--- src/pkg/ocf_params.svh ---
`ifndef OCF_PARAMS_SVH
`define OCF_PARAMS_SVH
`define OCF_PADDR_W 12
`define OCF_IDX_SYNTH_EN 8'h36
`define OCF_IDX_MULT_LO 8'h38
`define OCF_IDX_MULT_HI 8'h39
`define OCF_IDX_FP_RATE 8'h3E
`define OCF_IDX_FP_SHAPE 8'h3F
`define OCF_IDX_FAMILY 8'h51
`define OCF_IDX_SE_RATE 8'h52
`define OCF_IDX_DIFF_RATE 8'h61
`define OCF_NUM_REGS 8
`define OCF_SLOT_SYNTH_EN 3'h0
`define OCF_SLOT_MULT_LO 3'h1
`define OCF_SLOT_MULT_HI 3'h2
`define OCF_SLOT_FP_RATE 3'h3
`define OCF_SLOT_FP_SHAPE 3'h4
`define OCF_SLOT_FAMILY 3'h5
`define OCF_SLOT_SE_RATE 3'h6
`define OCF_SLOT_DIFF_RATE 3'h7
`define OCF_RST_BYTE 8'h00
`define OCF_B_SRC_RX 0
`define OCF_B_ETH_EN 0
`define OCF_B_SE_LOW 1
`define OCF_B_DIFF_LOW 2
`define OCF_F_SE_CODE 3:0
`define OCF_F_DIFF_CODE 2:0
`define OCF_F_FP_RATE 3:0
`define OCF_F_FP_WIDTH 2:0
`define OCF_B_FP_CLOCK 3
`define OCF_B_FP_FALL 4
`define OCF_B_FP_NEG 5
`define OCF_CLK_HZ 100000000
`define OCF_PERIOD_PS 10000
`define OCF_BASE_PERIOD_PS 15625000
`define OCF_BASE_WRAP ((2 * `OCF_BASE_PERIOD_PS) / `OCF_PERIOD_PS)
`define OCF_BASE_STEP 13'h0002
`define OCF_FP_1HZ_TICKS 64000
`define OCF_FP_T_166 16'h0180
`define OCF_FP_T_400 16'h00A0
`define OCF_FP_T_1K 16'h0040
`define OCF_FP_T_2K 16'h0020
`define OCF_FP_T_4K 16'h0010
`define OCF_FP_T_8K 16'h0008
`define OCF_FP_T_32K 16'h0002
`define OCF_FP_T_64K 16'h0001
`define OCF_FPW_HZ_0 4096000
`define OCF_FPW_HZ_1 8192000
`define OCF_FPW_HZ_2 16384000
`define OCF_FPW_HZ_3 32768000
`define OCF_FPW_HZ_4 65536000
`define OCF_SYNTH_STEP_HZ 8000
`define OCF_SYNTH_ZERO_HZ 2000
`define OCF_SYNTH_MAX_HZ 100000000
`define OCF_F6480 20'h01950
`define OCF_F9720 20'h025F8
`define OCF_F12500 20'h030D4
`define OCF_F12960 20'h032A0
`define OCF_F19440 20'h04BF0
`define OCF_F25000 20'h061A8
`define OCF_F25920 20'h06540
`define OCF_F38880 20'h097E0
`define OCF_F50000 20'h0C350
`define OCF_F51840 20'h0CA80
`define OCF_F62500 20'h0F424
`define OCF_F77760 20'h12FC0
`define OCF_F125000 20'h1E848
`define OCF_F155520 20'h25F80
`define OCF_F156250 20'h2625A
`define OCF_F311040 20'h4BF00
`define OCF_F312500 20'h4C4B4
`define OCF_F622080 20'h97E00
`endif

--- src/pkg/ocf_pkg.sv ---
package ocf_pkg;
  typedef enum logic [1:0] {
    ocf_sonet,
    ocf_eth_low,
    ocf_eth_high
  } ocf_family_t;
  typedef enum logic [1:0] {
    fp_idle,
    fp_delay,
    fp_pulse
  } ocf_fp_state_t;
endpackage : ocf_pkg

--- src/hw/ocf_top.sv ---
`timescale 1ns/1ps
`include "ocf_params.svh"
module ocf_top
  import ocf_pkg::*;
#(
  parameter int PADDR_W = `OCF_PADDR_W,
  parameter int BASE_WRAP = `OCF_BASE_WRAP,
  parameter int FP_1HZ_TICKS = `OCF_FP_1HZ_TICKS
) (
  input logic pclk,
  input logic presetn,
  input logic psel,
  input logic penable,
  input logic pwrite,
  input logic [PADDR_W-1:0] paddr,
  input logic [31:0] pwdata,
  input logic [3:0] pstrb,
  output logic [31:0] prdata,
  output logic pready,
  output logic pslverr,
  input logic transmit_path_loop_tick,
  input logic receive_path_loop_tick,
  output logic apll_ref_tick,
  output logic synth_ref_tick,
  output logic [19:0] se_freq_khz,
  output logic se_code_valid,
  output logic [19:0] diff_freq_khz,
  output logic diff_code_valid,
  output logic [31:0] synth_freq_hz,
  output logic synth_over_range,
  output logic frame_pulse_output,
  output logic frame_start
);
  localparam int IDX_W = PADDR_W - 2;
  localparam int FP64_MIN = BASE_WRAP / 2;
  localparam int FP64_MAX = (BASE_WRAP + 1) / 2;
  localparam logic [15:0] N_BASE =
    16'(`OCF_CLK_HZ / `OCF_SYNTH_STEP_HZ);
  localparam logic [15:0] N_MAX =
    16'(`OCF_SYNTH_MAX_HZ / `OCF_SYNTH_STEP_HZ);

  logic [7:0] cfg_reg [`OCF_NUM_REGS];
  logic [31:0] prdata_reg;
  logic [2:0] slot;
  logic mapped;

  function automatic logic [20:0] se_lookup(input logic eth,
                                            input logic [3:0] code);
    logic [20:0] r;
    r = '0;
    if (!eth) begin
      case (code)
        4'h2: r = {1'b1, `OCF_F77760};
        4'h3: r = {1'b1, `OCF_F38880};
        4'h4: r = {1'b1, `OCF_F19440};
        4'h5: r = {1'b1, `OCF_F9720};
        4'hA: r = {1'b1, `OCF_F51840};
        4'hB: r = {1'b1, `OCF_F25920};
        4'hC: r = {1'b1, `OCF_F12960};
        4'hD: r = {1'b1, `OCF_F6480};
        default: r = '0;
      endcase
    end else begin
      case (code)
        4'h1: r = {1'b1, `OCF_F125000};
        4'h2: r = {1'b1, `OCF_F62500};
        4'h5: r = {1'b1, `OCF_F50000};
        4'h6: r = {1'b1, `OCF_F25000};
        4'h7: r = {1'b1, `OCF_F12500};
        default: r = '0;
      endcase
    end
    return r;
  endfunction : se_lookup

  function automatic logic [20:0] diff_lookup(input ocf_family_t fam,
                                              input logic [2:0] code);
    logic [20:0] r;
    r = '0;
    case (fam)
      ocf_sonet: begin
        case (code)
          3'h0: r = {1'b1, `OCF_F19440};
          3'h1: r = {1'b1, `OCF_F38880};
          3'h2: r = {1'b1, `OCF_F77760};
          3'h3: r = {1'b1, `OCF_F155520};
          3'h4: r = {1'b1, `OCF_F311040};
          3'h5: r = {1'b1, `OCF_F622080};
          3'h6: r = {1'b1, `OCF_F6480};
          default: r = {1'b1, `OCF_F51840};
        endcase
      end
      ocf_eth_low: begin
        case (code)
          3'h1: r = {1'b1, `OCF_F125000};
          3'h2: r = {1'b1, `OCF_F62500};
          3'h5: r = {1'b1, `OCF_F50000};
          3'h6: r = {1'b1, `OCF_F25000};
          3'h7: r = {1'b1, `OCF_F12500};
          default: r = '0;
        endcase
      end
      default: begin
        case (code)
          3'h3: r = {1'b1, `OCF_F156250};
          3'h4: r = {1'b1, `OCF_F312500};
          default: r = '0;
        endcase
      end
    endcase
    return r;
  endfunction : diff_lookup

  // Frame period in base ticks of 64 kHz; zero stops the frame pulse.
  function automatic logic [15:0] fp_period(input logic [3:0] code);
    logic [15:0] r;
    r = '0;
    case (code)
      4'h0: r = `OCF_FP_T_166;
      4'h1: r = `OCF_FP_T_400;
      4'h2: r = `OCF_FP_T_1K;
      4'h3: r = `OCF_FP_T_2K;
      4'h4: r = `OCF_FP_T_4K;
      4'h5: r = `OCF_FP_T_8K;
      4'h6: r = `OCF_FP_T_32K;
      4'h7: r = `OCF_FP_T_64K;
      4'h8: r = 16'(FP_1HZ_TICKS);
      default: r = '0;
    endcase
    return r;
  endfunction : fp_period

  function automatic logic [15:0] hz_to_cycles(input int hz);
    int c;
    c = `OCF_CLK_HZ / hz;
    if (c < 1) begin
      c = 1;
    end
    return 16'(c);
  endfunction : hz_to_cycles

  wire [IDX_W-1:0] reg_idx = paddr[PADDR_W-1:2];
  wire aligned = paddr[1:0] == 2'h0;
  wire setup_ph = psel && !penable;
  wire access_ph = psel && penable;
  wire wr_en = access_ph && pwrite && mapped && pstrb[0];

  always_comb begin
    slot = `OCF_SLOT_SYNTH_EN;
    mapped = aligned;
    if (reg_idx == IDX_W'(`OCF_IDX_SYNTH_EN)) begin
      slot = `OCF_SLOT_SYNTH_EN;
    end else if (reg_idx == IDX_W'(`OCF_IDX_MULT_LO)) begin
      slot = `OCF_SLOT_MULT_LO;
    end else if (reg_idx == IDX_W'(`OCF_IDX_MULT_HI)) begin
      slot = `OCF_SLOT_MULT_HI;
    end else if (reg_idx == IDX_W'(`OCF_IDX_FP_RATE)) begin
      slot = `OCF_SLOT_FP_RATE;
    end else if (reg_idx == IDX_W'(`OCF_IDX_FP_SHAPE)) begin
      slot = `OCF_SLOT_FP_SHAPE;
    end else if (reg_idx == IDX_W'(`OCF_IDX_FAMILY)) begin
      slot = `OCF_SLOT_FAMILY;
    end else if (reg_idx == IDX_W'(`OCF_IDX_SE_RATE)) begin
      slot = `OCF_SLOT_SE_RATE;
    end else if (reg_idx == IDX_W'(`OCF_IDX_DIFF_RATE)) begin
      slot = `OCF_SLOT_DIFF_RATE;
    end else begin
      mapped = 1'b0;
    end
  end

  always_ff @(posedge pclk or negedge presetn) begin
    if (!presetn) begin
      for (int i = 0; i < `OCF_NUM_REGS; i++) begin
        cfg_reg[i] <= `OCF_RST_BYTE;
      end
    end else if (wr_en) begin
      cfg_reg[slot] <= pwdata[7:0];
    end
  end

  // Read data is captured in the setup cycle so it is a flop output.
  always_ff @(posedge pclk or negedge presetn) begin
    if (!presetn) begin
      prdata_reg <= '0;
    end else if (setup_ph) begin
      prdata_reg <= mapped ? {24'h000000, cfg_reg[slot]} : '0;
    end
  end

  assign prdata = prdata_reg;
  assign pready = 1'b1;
  assign pslverr = access_ph && !mapped;

  wire [7:0] synth_enable_source = cfg_reg[`OCF_SLOT_SYNTH_EN];
  wire [7:0] synth_multiplier_low = cfg_reg[`OCF_SLOT_MULT_LO];
  wire [7:0] synth_multiplier_high = cfg_reg[`OCF_SLOT_MULT_HI];
  wire [7:0] frame_pulse_rate = cfg_reg[`OCF_SLOT_FP_RATE];
  wire [7:0] frame_pulse_shape = cfg_reg[`OCF_SLOT_FP_SHAPE];
  wire [7:0] pll_family_select = cfg_reg[`OCF_SLOT_FAMILY];
  wire [7:0] single_ended_rate = cfg_reg[`OCF_SLOT_SE_RATE];
  wire [7:0] differential_rate = cfg_reg[`OCF_SLOT_DIFF_RATE];

  wire src_rx = synth_enable_source[`OCF_B_SRC_RX];
  wire eth_en = pll_family_select[`OCF_B_ETH_EN];
  wire se_low = pll_family_select[`OCF_B_SE_LOW];
  wire diff_low = pll_family_select[`OCF_B_DIFF_LOW];
  wire se_eth = eth_en && se_low;
  wire [3:0] se_code = single_ended_rate[`OCF_F_SE_CODE];
  wire [2:0] diff_code = differential_rate[`OCF_F_DIFF_CODE];
  wire ocf_family_t diff_fam = !eth_en ? ocf_sonet :
    (diff_low ? ocf_eth_low : ocf_eth_high);
  wire [20:0] se_entry = se_lookup(se_eth, se_code);
  wire [20:0] diff_entry = diff_lookup(diff_fam, diff_code);
  wire [15:0] mult_n = {synth_multiplier_high, synth_multiplier_low};
  wire [31:0] synth_hz_w = (mult_n == '0) ? 32'(`OCF_SYNTH_ZERO_HZ) :
    32'(mult_n) * 32'(`OCF_SYNTH_STEP_HZ);
  wire [15:0] pclk_div = (mult_n == '0) ?
    hz_to_cycles(`OCF_SYNTH_ZERO_HZ) : N_BASE / mult_n;
  wire [15:0] pclk_cycles = (pclk_div == '0) ? 16'h0001 : pclk_div;

  always_ff @(posedge pclk or negedge presetn) begin
    if (!presetn) begin
      se_freq_khz <= '0;
      se_code_valid <= 1'b0;
      diff_freq_khz <= '0;
      diff_code_valid <= 1'b0;
      synth_freq_hz <= '0;
      synth_over_range <= 1'b0;
    end else begin
      {se_code_valid, se_freq_khz} <= se_entry;
      {diff_code_valid, diff_freq_khz} <= diff_entry;
      synth_freq_hz <= synth_hz_w;
      synth_over_range <= mult_n > N_MAX;
    end
  end

  always_ff @(posedge pclk or negedge presetn) begin
    if (!presetn) begin
      apll_ref_tick <= 1'b0;
      synth_ref_tick <= 1'b0;
    end else begin
      apll_ref_tick <= transmit_path_loop_tick;
      synth_ref_tick <= src_rx ? receive_path_loop_tick :
        transmit_path_loop_tick;
    end
  end

  // Base tick of 64 kHz on average, counted in half clock cycles.
  logic [12:0] base_acc_reg;
  wire [12:0] base_sum = base_acc_reg + `OCF_BASE_STEP;
  wire base_tick = base_sum >= 13'(BASE_WRAP);
  wire base_half = base_acc_reg >= 13'(BASE_WRAP / 2);

  always_ff @(posedge pclk or negedge presetn) begin
    if (!presetn) begin
      base_acc_reg <= '0;
    end else begin
      base_acc_reg <= base_tick ? base_sum - 13'(BASE_WRAP) : base_sum;
    end
  end

  wire [2:0] fpw_code = frame_pulse_shape[`OCF_F_FP_WIDTH];
  logic [15:0] width_cycles;
  always_comb begin
    case (fpw_code)
      3'h0: width_cycles = hz_to_cycles(`OCF_FPW_HZ_0);
      3'h1: width_cycles = hz_to_cycles(`OCF_FPW_HZ_1);
      3'h2: width_cycles = hz_to_cycles(`OCF_FPW_HZ_2);
      3'h3: width_cycles = hz_to_cycles(`OCF_FPW_HZ_3);
      3'h4: width_cycles = hz_to_cycles(`OCF_FPW_HZ_4);
      default: width_cycles = pclk_cycles;
    endcase
  end

  // Falling-edge alignment starts the pulse half a synthesized period late; clock style ignores it.
  wire fp_fall = frame_pulse_shape[`OCF_B_FP_FALL];
  wire [15:0] delay_cycles = fp_fall ? (pclk_cycles >> 1) : '0;
  wire [15:0] period_ticks = fp_period(frame_pulse_rate[`OCF_F_FP_RATE]);

  ocf_frame_pulse u_frame_pulse (
    .pclk(pclk),
    .presetn(presetn),
    .base_tick(base_tick),
    .base_half(base_half),
    .period_ticks(period_ticks),
    .width_cycles(width_cycles),
    .delay_cycles(delay_cycles),
    .clock_style(frame_pulse_shape[`OCF_B_FP_CLOCK]),
    .invert(frame_pulse_shape[`OCF_B_FP_NEG]),
    .frame_pulse_output(frame_pulse_output),
    .frame_start(frame_start)
  );

  // Frame spacing can exceed a delay range, so it is counted in cycles.
  logic [15:0] fs_gap_reg;
  logic fs_rate64_reg;
  wire rate64 = frame_pulse_rate[`OCF_F_FP_RATE] == 4'h7;

  always_ff @(posedge pclk or negedge presetn) begin
    if (!presetn) begin
      fs_gap_reg <= '0;
      fs_rate64_reg <= 1'b0;
    end else if (frame_start) begin
      fs_gap_reg <= 16'h0001;
      fs_rate64_reg <= rate64;
    end else if (fs_gap_reg != 16'hFFFF) begin
      fs_gap_reg <= fs_gap_reg + 16'h0001;
    end
  end
endmodule : ocf_top

--- src/hw/ocf_frame_pulse.sv ---
`timescale 1ns/1ps
`include "ocf_params.svh"
module ocf_frame_pulse
  import ocf_pkg::*;
(
  input logic pclk,
  input logic presetn,
  input logic base_tick,
  input logic base_half,
  input logic [15:0] period_ticks,
  input logic [15:0] width_cycles,
  input logic [15:0] delay_cycles,
  input logic clock_style,
  input logic invert,
  output logic frame_pulse_output,
  output logic frame_start
);
  ocf_fp_state_t state_reg, state_next;
  logic [15:0] frame_cnt_reg;
  logic [15:0] cnt_reg, cnt_next;
  logic frame_pulse_reg;
  logic frame_start_reg;
  wire running = period_ticks != '0;
  wire wrap = base_tick && running && frame_cnt_reg >= period_ticks - 16'h0001;
  wire [16:0] half_pos = {frame_cnt_reg, base_half};
  wire clk_level = half_pos < {1'b0, period_ticks};
  wire pulse_level = clock_style ? clk_level : state_reg == fp_pulse;

  always_ff @(posedge pclk or negedge presetn) begin
    if (!presetn) begin
      frame_cnt_reg <= '0;
    end else if (!running) begin
      frame_cnt_reg <= '0;
    end else if (base_tick) begin
      frame_cnt_reg <= wrap ? '0 : frame_cnt_reg + 16'h0001;
    end
  end

  // A new frame restarts the pulse even if the previous one is running.
  always_comb begin
    state_next = state_reg;
    cnt_next = cnt_reg;
    case (state_reg)
      fp_delay: begin
        cnt_next = cnt_reg - 16'h0001;
        if (cnt_reg <= 16'h0001) begin
          state_next = fp_pulse;
          cnt_next = width_cycles;
        end
      end
      fp_pulse: begin
        cnt_next = cnt_reg - 16'h0001;
        if (cnt_reg <= 16'h0001) begin
          state_next = fp_idle;
        end
      end
      default: begin
        state_next = fp_idle;
      end
    endcase
    if (wrap && !clock_style) begin
      if (delay_cycles != '0) begin
        state_next = fp_delay;
        cnt_next = delay_cycles;
      end else begin
        state_next = fp_pulse;
        cnt_next = width_cycles;
      end
    end
  end

  always_ff @(posedge pclk or negedge presetn) begin
    if (!presetn) begin
      state_reg <= fp_idle;
      cnt_reg <= '0;
      frame_pulse_reg <= 1'b0;
      frame_start_reg <= 1'b0;
    end else begin
      state_reg <= state_next;
      cnt_reg <= cnt_next;
      frame_pulse_reg <= pulse_level ^ invert;
      frame_start_reg <= wrap;
    end
  end

  assign frame_pulse_output = frame_pulse_reg;
  assign frame_start = frame_start_reg;
endmodule : ocf_frame_pulse

--- config.mk ---
export PLATFORM = sky130hd
export DESIGN_NAME = ocf_top
export DESIGN_NICKNAME = d
export VERILOG_FILES = /design/src/pkg/ocf_pkg.sv /design/src/hw/ocf_top.sv /design/src/hw/ocf_frame_pulse.sv
export VERILOG_INCLUDE_DIRS = /design/src /design/src/pkg
export SDC_FILE = /design/constraint.sdc
export NUM_CORES = 1
export LEC_CHECK = 0
export ABC_CLOCK_PERIOD_IN_PS = 24800
export CAP_MARGIN = 15
export CORE_AREA = 2 2 205 207
export DETAILED_ROUTE_END_ITERATION = 12
export DIE_AREA = 0 0 207 209
export DONT_BUFFER_PORTS = 1
export PLACE_DENSITY = 0.66
export SYNTH_ARGS = -nofsm -noshare
export SYNTH_HDL_FRONTEND = slang
export SYNTH_HIERARCHICAL = 1
export SYNTH_SLANG_ARGS = --single-unit
--- constraint.sdc ---
create_clock -name pclk -period 24.8 [get_ports pclk]
set_input_delay 0 -clock pclk [delete_from_list [all_inputs] [get_ports pclk]]
set_output_delay 0 -clock pclk [all_outputs]
set_load 0.02 [all_outputs]
==> After elaboration in Yosys (flattened, before gate mapping) <==
Memories as Yosys holds them, arrays and structs flattened.
Cells that the tools add are included.
{ "totals": {"ff_bits": 219, "rom_bits": 464, "inputBits": 55, "word_cells": 147, "memories": 2} }
{ "op_classes": {"n_lt_le_gt_ge": 8, "mux": 51, "mul": 1, "addsub": 5, "bitwise_logic": 2, "n_reduce_logical": 24, "div_mod_pow": 1, "n_eq_ne": 30} }
{ "mem_list": {"columns": ["name", "words", "word_bits", "rd", "rd_ports_with_merged_regs", "write_ports", "line", "source"], "rows": [
  ["(name not given)", 16, 15, 1, 0, 0, "ocf_top.sv:52", "case (code)"],
  ["(name not given)", 16, 14, 1, 0, 0, "ocf_top.sv:118", "case (code)"]
]} }
{ "op_table": {"columns": ["op", "n"], "rows": [
  ["case mux 21 bit (5 select lines)", 2],
  ["case mux 20 bit (7 select lines)", 1],
  ["two-way mux 16 bit", 8],
  ["case mux 21 bit (2 select lines)", 2],
  ["case mux 16 bit (5 select lines)", 1],
  ["bitwise mux 64 bit", 1],
  ["equality test 10 x 6 -> 1 bit, second input constant", 5],
  ["zero test 16 bit", 2],
  ["two-way mux 8 bit", 4],
  ["case mux 16 bit (2 select lines)", 1],
  ["nonzero test 16 bit", 2],
  ["subtractor 16 x 1 -> 16 bit, second input constant", 2],
  ["equality test 10 x 7 -> 1 bit, second input constant", 3],
  ["two-way mux 29 bit", 1],
  ["binary-select mux 8 bit (select 3 bit)", 1],
  ["demux 8 bit (select 3 bit)", 1],
  ["two-way mux 3 bit", 8],
  ["multiplier 16 x 7 -> 23 bit, second input constant", 1],
  ["two-way mux 21 bit", 1],
  ["< comparator 17 x 16 -> 1 bit", 1],
  ["adder 16 x 1 -> 16 bit, second input constant", 1],
  ["divider 14 x 16 -> 16 bit, first input constant", 1],
  ["greater-or-equal comparator 16 bit", 1],
  ["greater-than comparator 16 x 14 -> 1 bit, second input constant", 1],
  ["31 further kinds", 70]
]} }

==> Logic depth before layout (Yosys ltp) <==
Gate-level depths: netlist of the first run.
{ "depth": {"depth_word": 15, "mapped_depth": 134} }

==> Modules after synthesis <==
Netlist of the first run, hierarchy kept.
{ "by_module_without_submodules": {"columns": ["mod", "seq_area_each_um2", "cells_per_inst", "area_each_um2", "instances"], "rows": [
  ["ocf_top", 3703.6, 1996, 16828.6, 1],
  ["ocf_frame_pulse", 900.9, 418, 3538.4, 1]
]} }

==> Worst setup path before layout of the first run <==
Ideal clock, no wire load.
{ "synth_path": {"kind": "register to register", "startpoint": "reg cfg_reg, in the netlist synth_multiplier_high[1]", "endpoint": "reg u_frame_pulse.cnt_reg[0]", "path_stages_with_launch": 127, "path_buffers": 12, "t_arrival_ns": 25.329, "required_time_ns": 24.676, "slack_ns": -0.653, "path_cell_list": "dfrtp_1 > inv_1 > ha_1 > nand4_1 > nor2_1 > nand3_1 > inv_1 > clkbuf_1 > and2_1 > ha_1 > o21ai_0 > a2111oi_0 > nand2_1 > ha_1 > a211o_1 > a31oi_1 > nand2_1 > o21ai_0 > [91 not listed] > inv_1 > clkbuf_1 > nor2_1 > a221oi_1 > ha_1 > nor2b_1 > o21ai_0 > nand2b_1 > a21oi_1 > nor2b_1 > o211ai_1 > o311ai_0 > a31oi_1 > o211ai_1 > or3_1 > a31oi_1 > o21a_1 > mux2i_1"} }
{ "synth_via": {"elab_chain_len": 8, "word_cells_on_any_way": 12} }
{ "synth_rtl": {"columns": ["item", "line", "source"], "rows": [
  ["start, declared", "ocf_top.sv:42", "logic [7:0] cfg_reg [`OCF_NUM_REGS];"],
  ["start signal, assigned by index", "ocf_top.sv:175", "cfg_reg[i] <= `OCF_RST_BYTE;"],
  ["start signal, assigned by index", "ocf_top.sv:178", "cfg_reg[slot] <= pwdata[7:0];"],
  ["divider 14 x 16 -> 16 bit / zero test 16 bit (equally long branches)", "ocf_top.sv:219, ocf_top.sv:218", null],
  ["two-way mux 16 bit *", "ocf_top.sv:218", "wire [15:0] pclk_div = (mult_n == '0) ?"],
  ["zero test 16 bit", "ocf_top.sv:220", "wire [15:0] pclk_cycles = (pclk_div == '0) ? 16'h0001 : pclk_div;"],
  ["two-way mux 16 bit *", "ocf_top.sv:220", null],
  ["case mux 16 bit (5 select lines) *", "ocf_top.sv:266", "case (fpw_code)"],
  ["named net width_cycles[0]", "ocf_top.sv:264", "logic [15:0] width_cycles;"],
  ["two-way mux 16 bit", "ocf_frame_pulse.sv:46", "if (cnt_reg <= 16'h0001) begin"],
  ["case mux 16 bit (2 select lines)", "ocf_frame_pulse.sv:43", "case (state_reg)"],
  ["two-way mux 16 bit *", "ocf_frame_pulse.sv:61", "if (wrap && !clock_style) begin"],
  ["end signal, assigned", "ocf_frame_pulse.sv:80", "cnt_reg <= cnt_next;"],
  ["end, declared", "ocf_frame_pulse.sv:20", "logic [15:0] cnt_reg, cnt_next;"]
]} }
Mark *: on every way through the listed nets, which the timed path passes. The rest lies on a longest branch.
A chain may end at the register's enable or synchronous reset.

==> Final worst setup path of the first run <==
{ "layout_path": {"startpoint": "reg cfg_reg, in the netlist synth_multiplier_high[2]", "endpoint": "reg u_frame_pulse.cnt_reg[0]"} }
Same word-level chain as after synthesis.

==> summary.txt, run 1 <==
Slew @ Worst Pin -> 1.095 ns
Starting density of the core -> 49.33%
Die height -> 209 µm
WL per Instance -> 19.40 µm
Slew margin rel. -> 26.75%
Buffers on Ports -> 0
Number of global-route vias before repair -> 19715
Hold Crit Class -> input port to flip-flop
TritonCTS Sinks -> 184
Max_cap viols -> 0
Synth unique cells -> 90
Area occupied by multi-input gates -> 0.01540 mm²
CORE AREA -> 0.04129 mm²
Data required time of the critical path -> 25.12 ns
Ys flop type -> dfrtp_1
Num CTS Buffers -> 17
Critical Path Fanout Max -> 8
Leading area contributor after synthesis -> dfrtp_1
Overall routed net length -> 65080 µm
Synthesized flop and latch total -> 184
Clock Pin Slew Worst Setup and Hold Paths -> 0.08 ns
Total track usage -> 29.13%
DP Wirelength -> 49380 µm
Area grow syn2layout -> 23.22%
Largest net degree at the start of global routing -> 185
DRT Pass-1 Iters -> 5
Remaining DRCs -> 0
Final Cycle Share -> 95.42%
Mapped Cells -> 2414
First-pass GRT wire length -> 102300 µm
Top reg by flops -> synth_freq_hz
Routed Antenna Nets -> 0
Top Family by Delay on Critical Path -> compound AO/OA/AOI/OAI gates
CTS tree -> yes
CP Data Arrival Time -> 23.98 ns
Initial antenna violation count -> 2
DR iter-0 viols -> 1823
Fin nets -> 3136
Worst setup EP type -> flip-flop
Top-area cell type share of the netlist area -> 22.61%
Fillers -> 3576
Io pins -> 168
Vias per cell -> 6.042
Final Setup Violations -> 0
Buf/Inv on CP -> 23
Worst-Skew Late Latency -> 0.46 ns
Full die area -> 0.04326 mm²
Clock Tree Root -> clkbuf_16
Largest register FFs -> 24
Slew Limit Fails -> 0
Maximum clock rate -> 42.26 MHz
Synthesized area -> 0.02037 mm²
Die W -> 207 µm
Largest registers -> synth_freq_hz (24), diff_freq_khz (19)
Final hold vios -> 0
Gr ovfl total -> 0
Mean Syn Cell Area -> 8.437 µm²
Register area share after synthesis -> 22.61%
Worst path most repeated cell -> buf_4
Critical path class -> flip-flop to flip-flop
Setup_tns -> 0 ns
Fin Clk Skew -> 0.01443 ns
Status -> completed
Routed via count -> 20264
Final GP Congestion -> 0.9767
Row cnt -> 75
H-tree levels -> 4
Synthesis warning total -> 6
CP max stage delay -> 0.40 ns
CTS max path bufs -> 2
Layout cells sized above 1 -> 23.64%
Layout Utilization -> 60.78%
Register area -> 0.004606 mm²
Post-synth EDFFs -> 0
Post-route minimum period -> 23.66 ns
Ys async rst share -> 100.0%
Worst Setup Start Kind -> flip-flop
Area contributors post-synth -> dfrtp_1 23%, ha_1 14%, fa_1 5.3%, mux2_2 4.3%, a21oi_1 3.9%
Slowest library cell on the worst path -> dfrtp_1
-- metal layers --
metal  share of wire [%]  global-route usage [%]  up-vias
li1                    -                       -     9559
met5                   0                       0        -
met3                 6.4                   4.509      155
met1                  42                   37.43     9814
met4                 3.6                   10.59        0
met2                  48                   49.63      736
-- cell usage after synthesis (all sizes together) (8+ instances only) --
master   number
a2111oi      14
a211o        17
a211oi       20
a21boi       11
a21o         35
a21oi       157
a22oi        17
a31oi        37
a41oi         8
and2         16
and3         24
buf          62
clkbuf       63
dfrtp       184
fa           54
ha          227
inv         104
mux2         78
mux2i        45
nand2       208
nand2b       62
nand3        74
nand4        27
nor2        201
nor2b        31
nor3         68
nor3b         8
nor4         24
o211ai       24
o21a         34
o21ai       140
o221ai       24
o22ai        22
o31a          9
o31ai        22
or2          10
or3          19
xnor2        72
xor2         49
-- stage by stage --
stage | hold WS, ns | std cells | area (µm²) | worst slack (ns)
finish | 0.08114 | 3354 | 25100 | 1.137
floorplan | -0.2956 | 2462 | 20570 | 0.02858
CTS | 0.05966 | 3344 | 24480 | 0.007297
global route | 0.1115 | 3354 | 25100 | -0.1327
detailed placement | -0.2886 | 3300 | 23740 | 0.003661
global placement | -0.2889 | 3300 | 23740 | 0.7407
-- tightest hold or removal path: cells and delay by family --
family | cells | cell delay [ns]
AOI/OAI and AO/OA | 1 | 0.06
and+or+nand+nor | 2 | 0.43
-- cell usage in the layout (no fill, tap or decap), types with 15 or more instances in the layout --
cell type	instances
buf_4	428
ha_1	214
nand2_1	205
nor2_1	196
dfrtp_1	183
a21oi_1	141
o21ai_0	115
inv_1	102
mux2_2	76
nand3_1	73
xnor2_1	72
nor3_1	65
nand2b_1	61
fa_1	54
conb_1	50
xor2_1	48
mux2i_1	40
a21o_1	34
o21a_1	34
a31oi_1	34
nor2b_1	31
nand4_1	27
o221ai_1	24
o211ai_1	24
nor4_1	24
and3_1	23
o31ai_1	21
o22ai_1	20
a211o_1	17
or3_1	17
o21ai_1	17
clkbuf_16	17
and2_1	15
a22oi_1	15
a21oi_2	15
a211oi_1	15
-- cell families (layout without fill, tap and decap cells) --
kind of cell    Yosys count  in the layout  synth area share (%)
xor+xnor                121            121                 5.203
mux                     123            123                 6.524
other cells               2             52               0.03687
flops                   184            184                 22.61
simple gates            800            800                 19.07
fa+ha+maj               281            281                 19.25
compound gates          669            669                 21.85
buf+inv                 234            585                 5.455
-- final cells by class --
type	instances	area share, %
flip-flops and latches	184	18.35
diodes	2	0.01994
clock buffers	19	1.765
well taps	539	2.687
repair buffers	446	13.60
clock inverters	13	0.6282
multi-input cells	2044	61.35
inverters	107	1.600
-- path summary, 6_finish.rpt --
check	from	end	slack [ns]	depth (start not counted)
max reg2reg	synth_multiplier_high[2]	u_frame_pulse/cnt_reg[0]	1.14	129
max	synth_multiplier_high[2]	u_frame_pulse/cnt_reg[0]	1.14	129
min	psel	prdata[0]	0.08	3
min reg2reg	synth_enable_source[3]	synth_enable_source[3]	0.51	1
max in group asynchronous	presetn	base_acc_reg[11]	23.81	2
min in group asynchronous	presetn	u_frame_pulse/cnt_reg[10]	0.21	2
-- what timing repair did --
action                                  4_1_cts  5_1_grt
hold endpoints to repair                    250        0
endpoints found under the setup margin        1       18
buffers inserted                              0        7
pin swaps                                     0       37
cloned                                        0        1
resized for setup                             4      124
hold buffers                                 12        0
Power of run 1 is left out: the tool's default activity adds up to more than one toggle a clock period on the data nets, which glitch-free logic cannot reach.
==> inputs of run 2 (changes only) <==
--- a/config.mk
+++ b/config.mk
@@ -8,11 +8,11 @@
 export LEC_CHECK = 0
 export ABC_CLOCK_PERIOD_IN_PS = 24800
 export CAP_MARGIN = 15
-export CORE_AREA = 2 2 205 207
+export CORE_AREA = 2 2 289 291
 export DETAILED_ROUTE_END_ITERATION = 12
-export DIE_AREA = 0 0 207 209
+export DIE_AREA = 0 0 291 293
 export DONT_BUFFER_PORTS = 1
-export PLACE_DENSITY = 0.66
+export PLACE_DENSITY = 0.38
 export SYNTH_ARGS = -nofsm -noshare
 export SYNTH_HDL_FRONTEND = slang
 export SYNTH_HIERARCHICAL = 1
==> run 2 against run 1 <==
Compared with the run above: cell area increased by 4.2%; critical path depth decreased by 1; via count shrank 2.8%; register-to-register slack got worse by 0.06 ns; highest routed layer is now met5; non-clock buffer count up 43; wire length grew 14%; largest cell class unchanged; hold slack lost 0.010 ns; global-route usage fell by 12 points; clock-buffer cell count down 2.
==> summary.txt, run 2 (same netlist as run 1, synthesis figures left out) <==
Status -> completed
Register area -> 0.004606 mm² (unchanged)
Die W -> 291 µm (+41%)
Fillers -> 8581 (+140%)
Number of global-route vias before repair -> 19897 (+0.92%)
Routed via count -> 19706 (-2.8%)
CTS max path bufs -> 2 (unchanged)
Row cnt -> 105 (+40%)
CP Data Arrival Time -> 24.07 ns (+0.09 ns)
Data required time of the critical path -> 25.15 ns (+0.03 ns)
Buffers on Ports -> 0 (unchanged)
Worst hold path cell count -> 3 (unchanged)
Top reg by flops -> synth_freq_hz
Maximum clock rate -> 42.16 MHz (-0.23%)
Full die area -> 0.08526 mm² (+97%)
Critical Path Fanout Max -> 8 (unchanged)
CTS tree -> yes
Largest net degree at the start of global routing -> 185 (unchanged)
H-tree levels -> 4 (unchanged)
Finished Layout Cells -> 3927 (+17%)
Commonest non-fill, non-tap cell in the layout -> buf_4
Starting density of the core -> 24.88% (-24 points)
Total track usage -> 17.08% (-12 points)
Overall routed net length -> 74190 µm (+14%)
Placed cells -> 3856 (+17%)
Worst Setup Start Kind -> flip-flop
CP max stage delay -> 0.39 ns (about the same)
Fin nets -> 3179 (+1.4%)
TritonCTS Sinks -> 184 (unchanged)
Clock Tree Root -> clkbuf_16
Final GP Congestion -> 0.8645 (-11%)
Area occupied by multi-input gates -> 0.01544 mm² (+0.31%)
WL per Instance -> 18.89 µm (-2.6%)
Initial antenna violation count -> 5 (+3)
Io pins -> 168 (unchanged)
Routed Antenna Nets -> 0 (unchanged)
Setup_tns -> 0 ns (unchanged)
Layout cells sized above 1 -> 24.96% (+1.3 points)
First-pass GRT wire length -> 114700 µm (+12%)
Worst path most repeated cell -> buf_4
Vias per cell -> 5.018 (-17%)
Final setup margin -> 1.081 ns (-0.05527 ns)
Largest registers -> synth_freq_hz (24), diff_freq_khz (19)
Worst-Skew Late Latency -> 0.49 ns (+0.03 ns)
Fin Clk Skew -> 0.01930 ns (+0.004869 ns)
Slew margin rel. -> 13.66% (-13 points)
Die height -> 293 µm (+40%)
Final Setup Violations -> 0 (unchanged)
Num CTS Buffers -> 17 (unchanged)
CORE AREA -> 0.08185 mm² (+98%)
Area grow syn2layout -> 28.34%
Max_cap viols -> 0 (unchanged)
Largest register FFs -> 24 (unchanged)
Hold Crit Class -> input port to flip-flop
Post-route minimum period -> 23.72 ns (+0.05527 ns)
Final Cycle Share -> 95.64% (+0.22 points)
Worst setup EP type -> flip-flop
Slew @ Worst Pin -> 1.292 ns (+0.1978 ns)
Clock Pin Slew Worst Setup and Hold Paths -> 0.08 ns (about the same)
Slew Limit Fails -> 0 (unchanged)
DP Wirelength -> 57220 µm (+16%)
Remaining DRCs -> 0 (unchanged)
Gr ovfl total -> 0 (unchanged)
Commonest cells after routing, fill and taps aside -> 469 x buf_4, 213 x ha_1, 205 x nand2_1
Critical path class -> flip-flop to flip-flop
DRT Pass-1 Iters -> 6 (+1)
Final hold vios -> 0 (unchanged)
DR iter-0 viols -> 1190 (-35%)
Pre-CTS WS -> -0.2246 ns (-0.2283 ns)
Worst Reg-to-Reg Cells -> 128 (-0.78%)
Slowest library cell on the worst path -> dfrtp_1
run 2: layout make-up:
cell class	count	area share (%)
antenna	1	0.009574
sequential	184	17.62
timing repair buffer	489	14.32
clock inverter	15	0.6749
multi-input combinational	2044	59.08
inverter	107	1.546
clock buffer	17	1.627
tap	1070	5.122
run 2: path summary, 6_finish.rpt:
kind / slack [ns] / end / from
hold / removal: 0.07 / prdata[7] / psel
max in group asynchronous: 23.73 / synth_multiplier_low[0] / presetn
setup / recovery: 1.08 / u_frame_pulse/cnt_reg[0] / synth_multiplier_high[4]
hold reg to reg: 0.51 / synth_enable_source[2] / synth_enable_source[2]
setup reg to reg: 1.08 / u_frame_pulse/cnt_reg[0] / synth_multiplier_high[4]
min in group asynchronous: 0.26 / u_frame_pulse/frame_cnt_reg[8] / presetn
run 2: per-stage QoR:
stage	instance area, µm²	hold slack [ns]	util [%]
after floorplan	20570	-0.2956	-
after global placement	24590	-0.2884	30.04
after detailed placement	24590	-0.2877	30.04
after CTS	25370	0.04665	31.00
after global routing	26140	0.1030	31.93
final	26140	0.07064	31.94
run 2: worst max-delay path: cells and delay by family (launching register included):
kind,cells,cell delay (ns)
AOI/OAI and AO/OA,58,10.79
adders and majority gates,15,3.86
buffers and inverters,25,3.39
DFF,1,0.39
muxes,4,1.06
and+or+nand+nor,26,4.06
run 2: metal layers:
| layer | routed length, µm | global-route usage (%) | share of wire, % | vias up |
|---|---|---|---|---|
| met4 | 1195 | 3.374 | 1.6 | 6 |
| met3 | 2264 | 2.254 | 3.1 | 68 |
| met5 | 35 | 0 | 0.047 | - |
| met1 | 35090 | 22.98 | 47 | 9642 |
| met2 | 35600 | 29.25 | 48 | 312 |
| li1 | - | - | - | 9678 |
run 2: repair_timing:
action / CTS / global route
hold endpoints to repair: 250 / 0
setup endpoints to repair: 1 / 18
gates resized for setup: 11 / 127
pin swaps: 0 / 57
gates cloned: 0 / 1
hold buffers: 12 / 0
buffers inserted: 1 / 24
Power of run 2 is left out for the same reason.
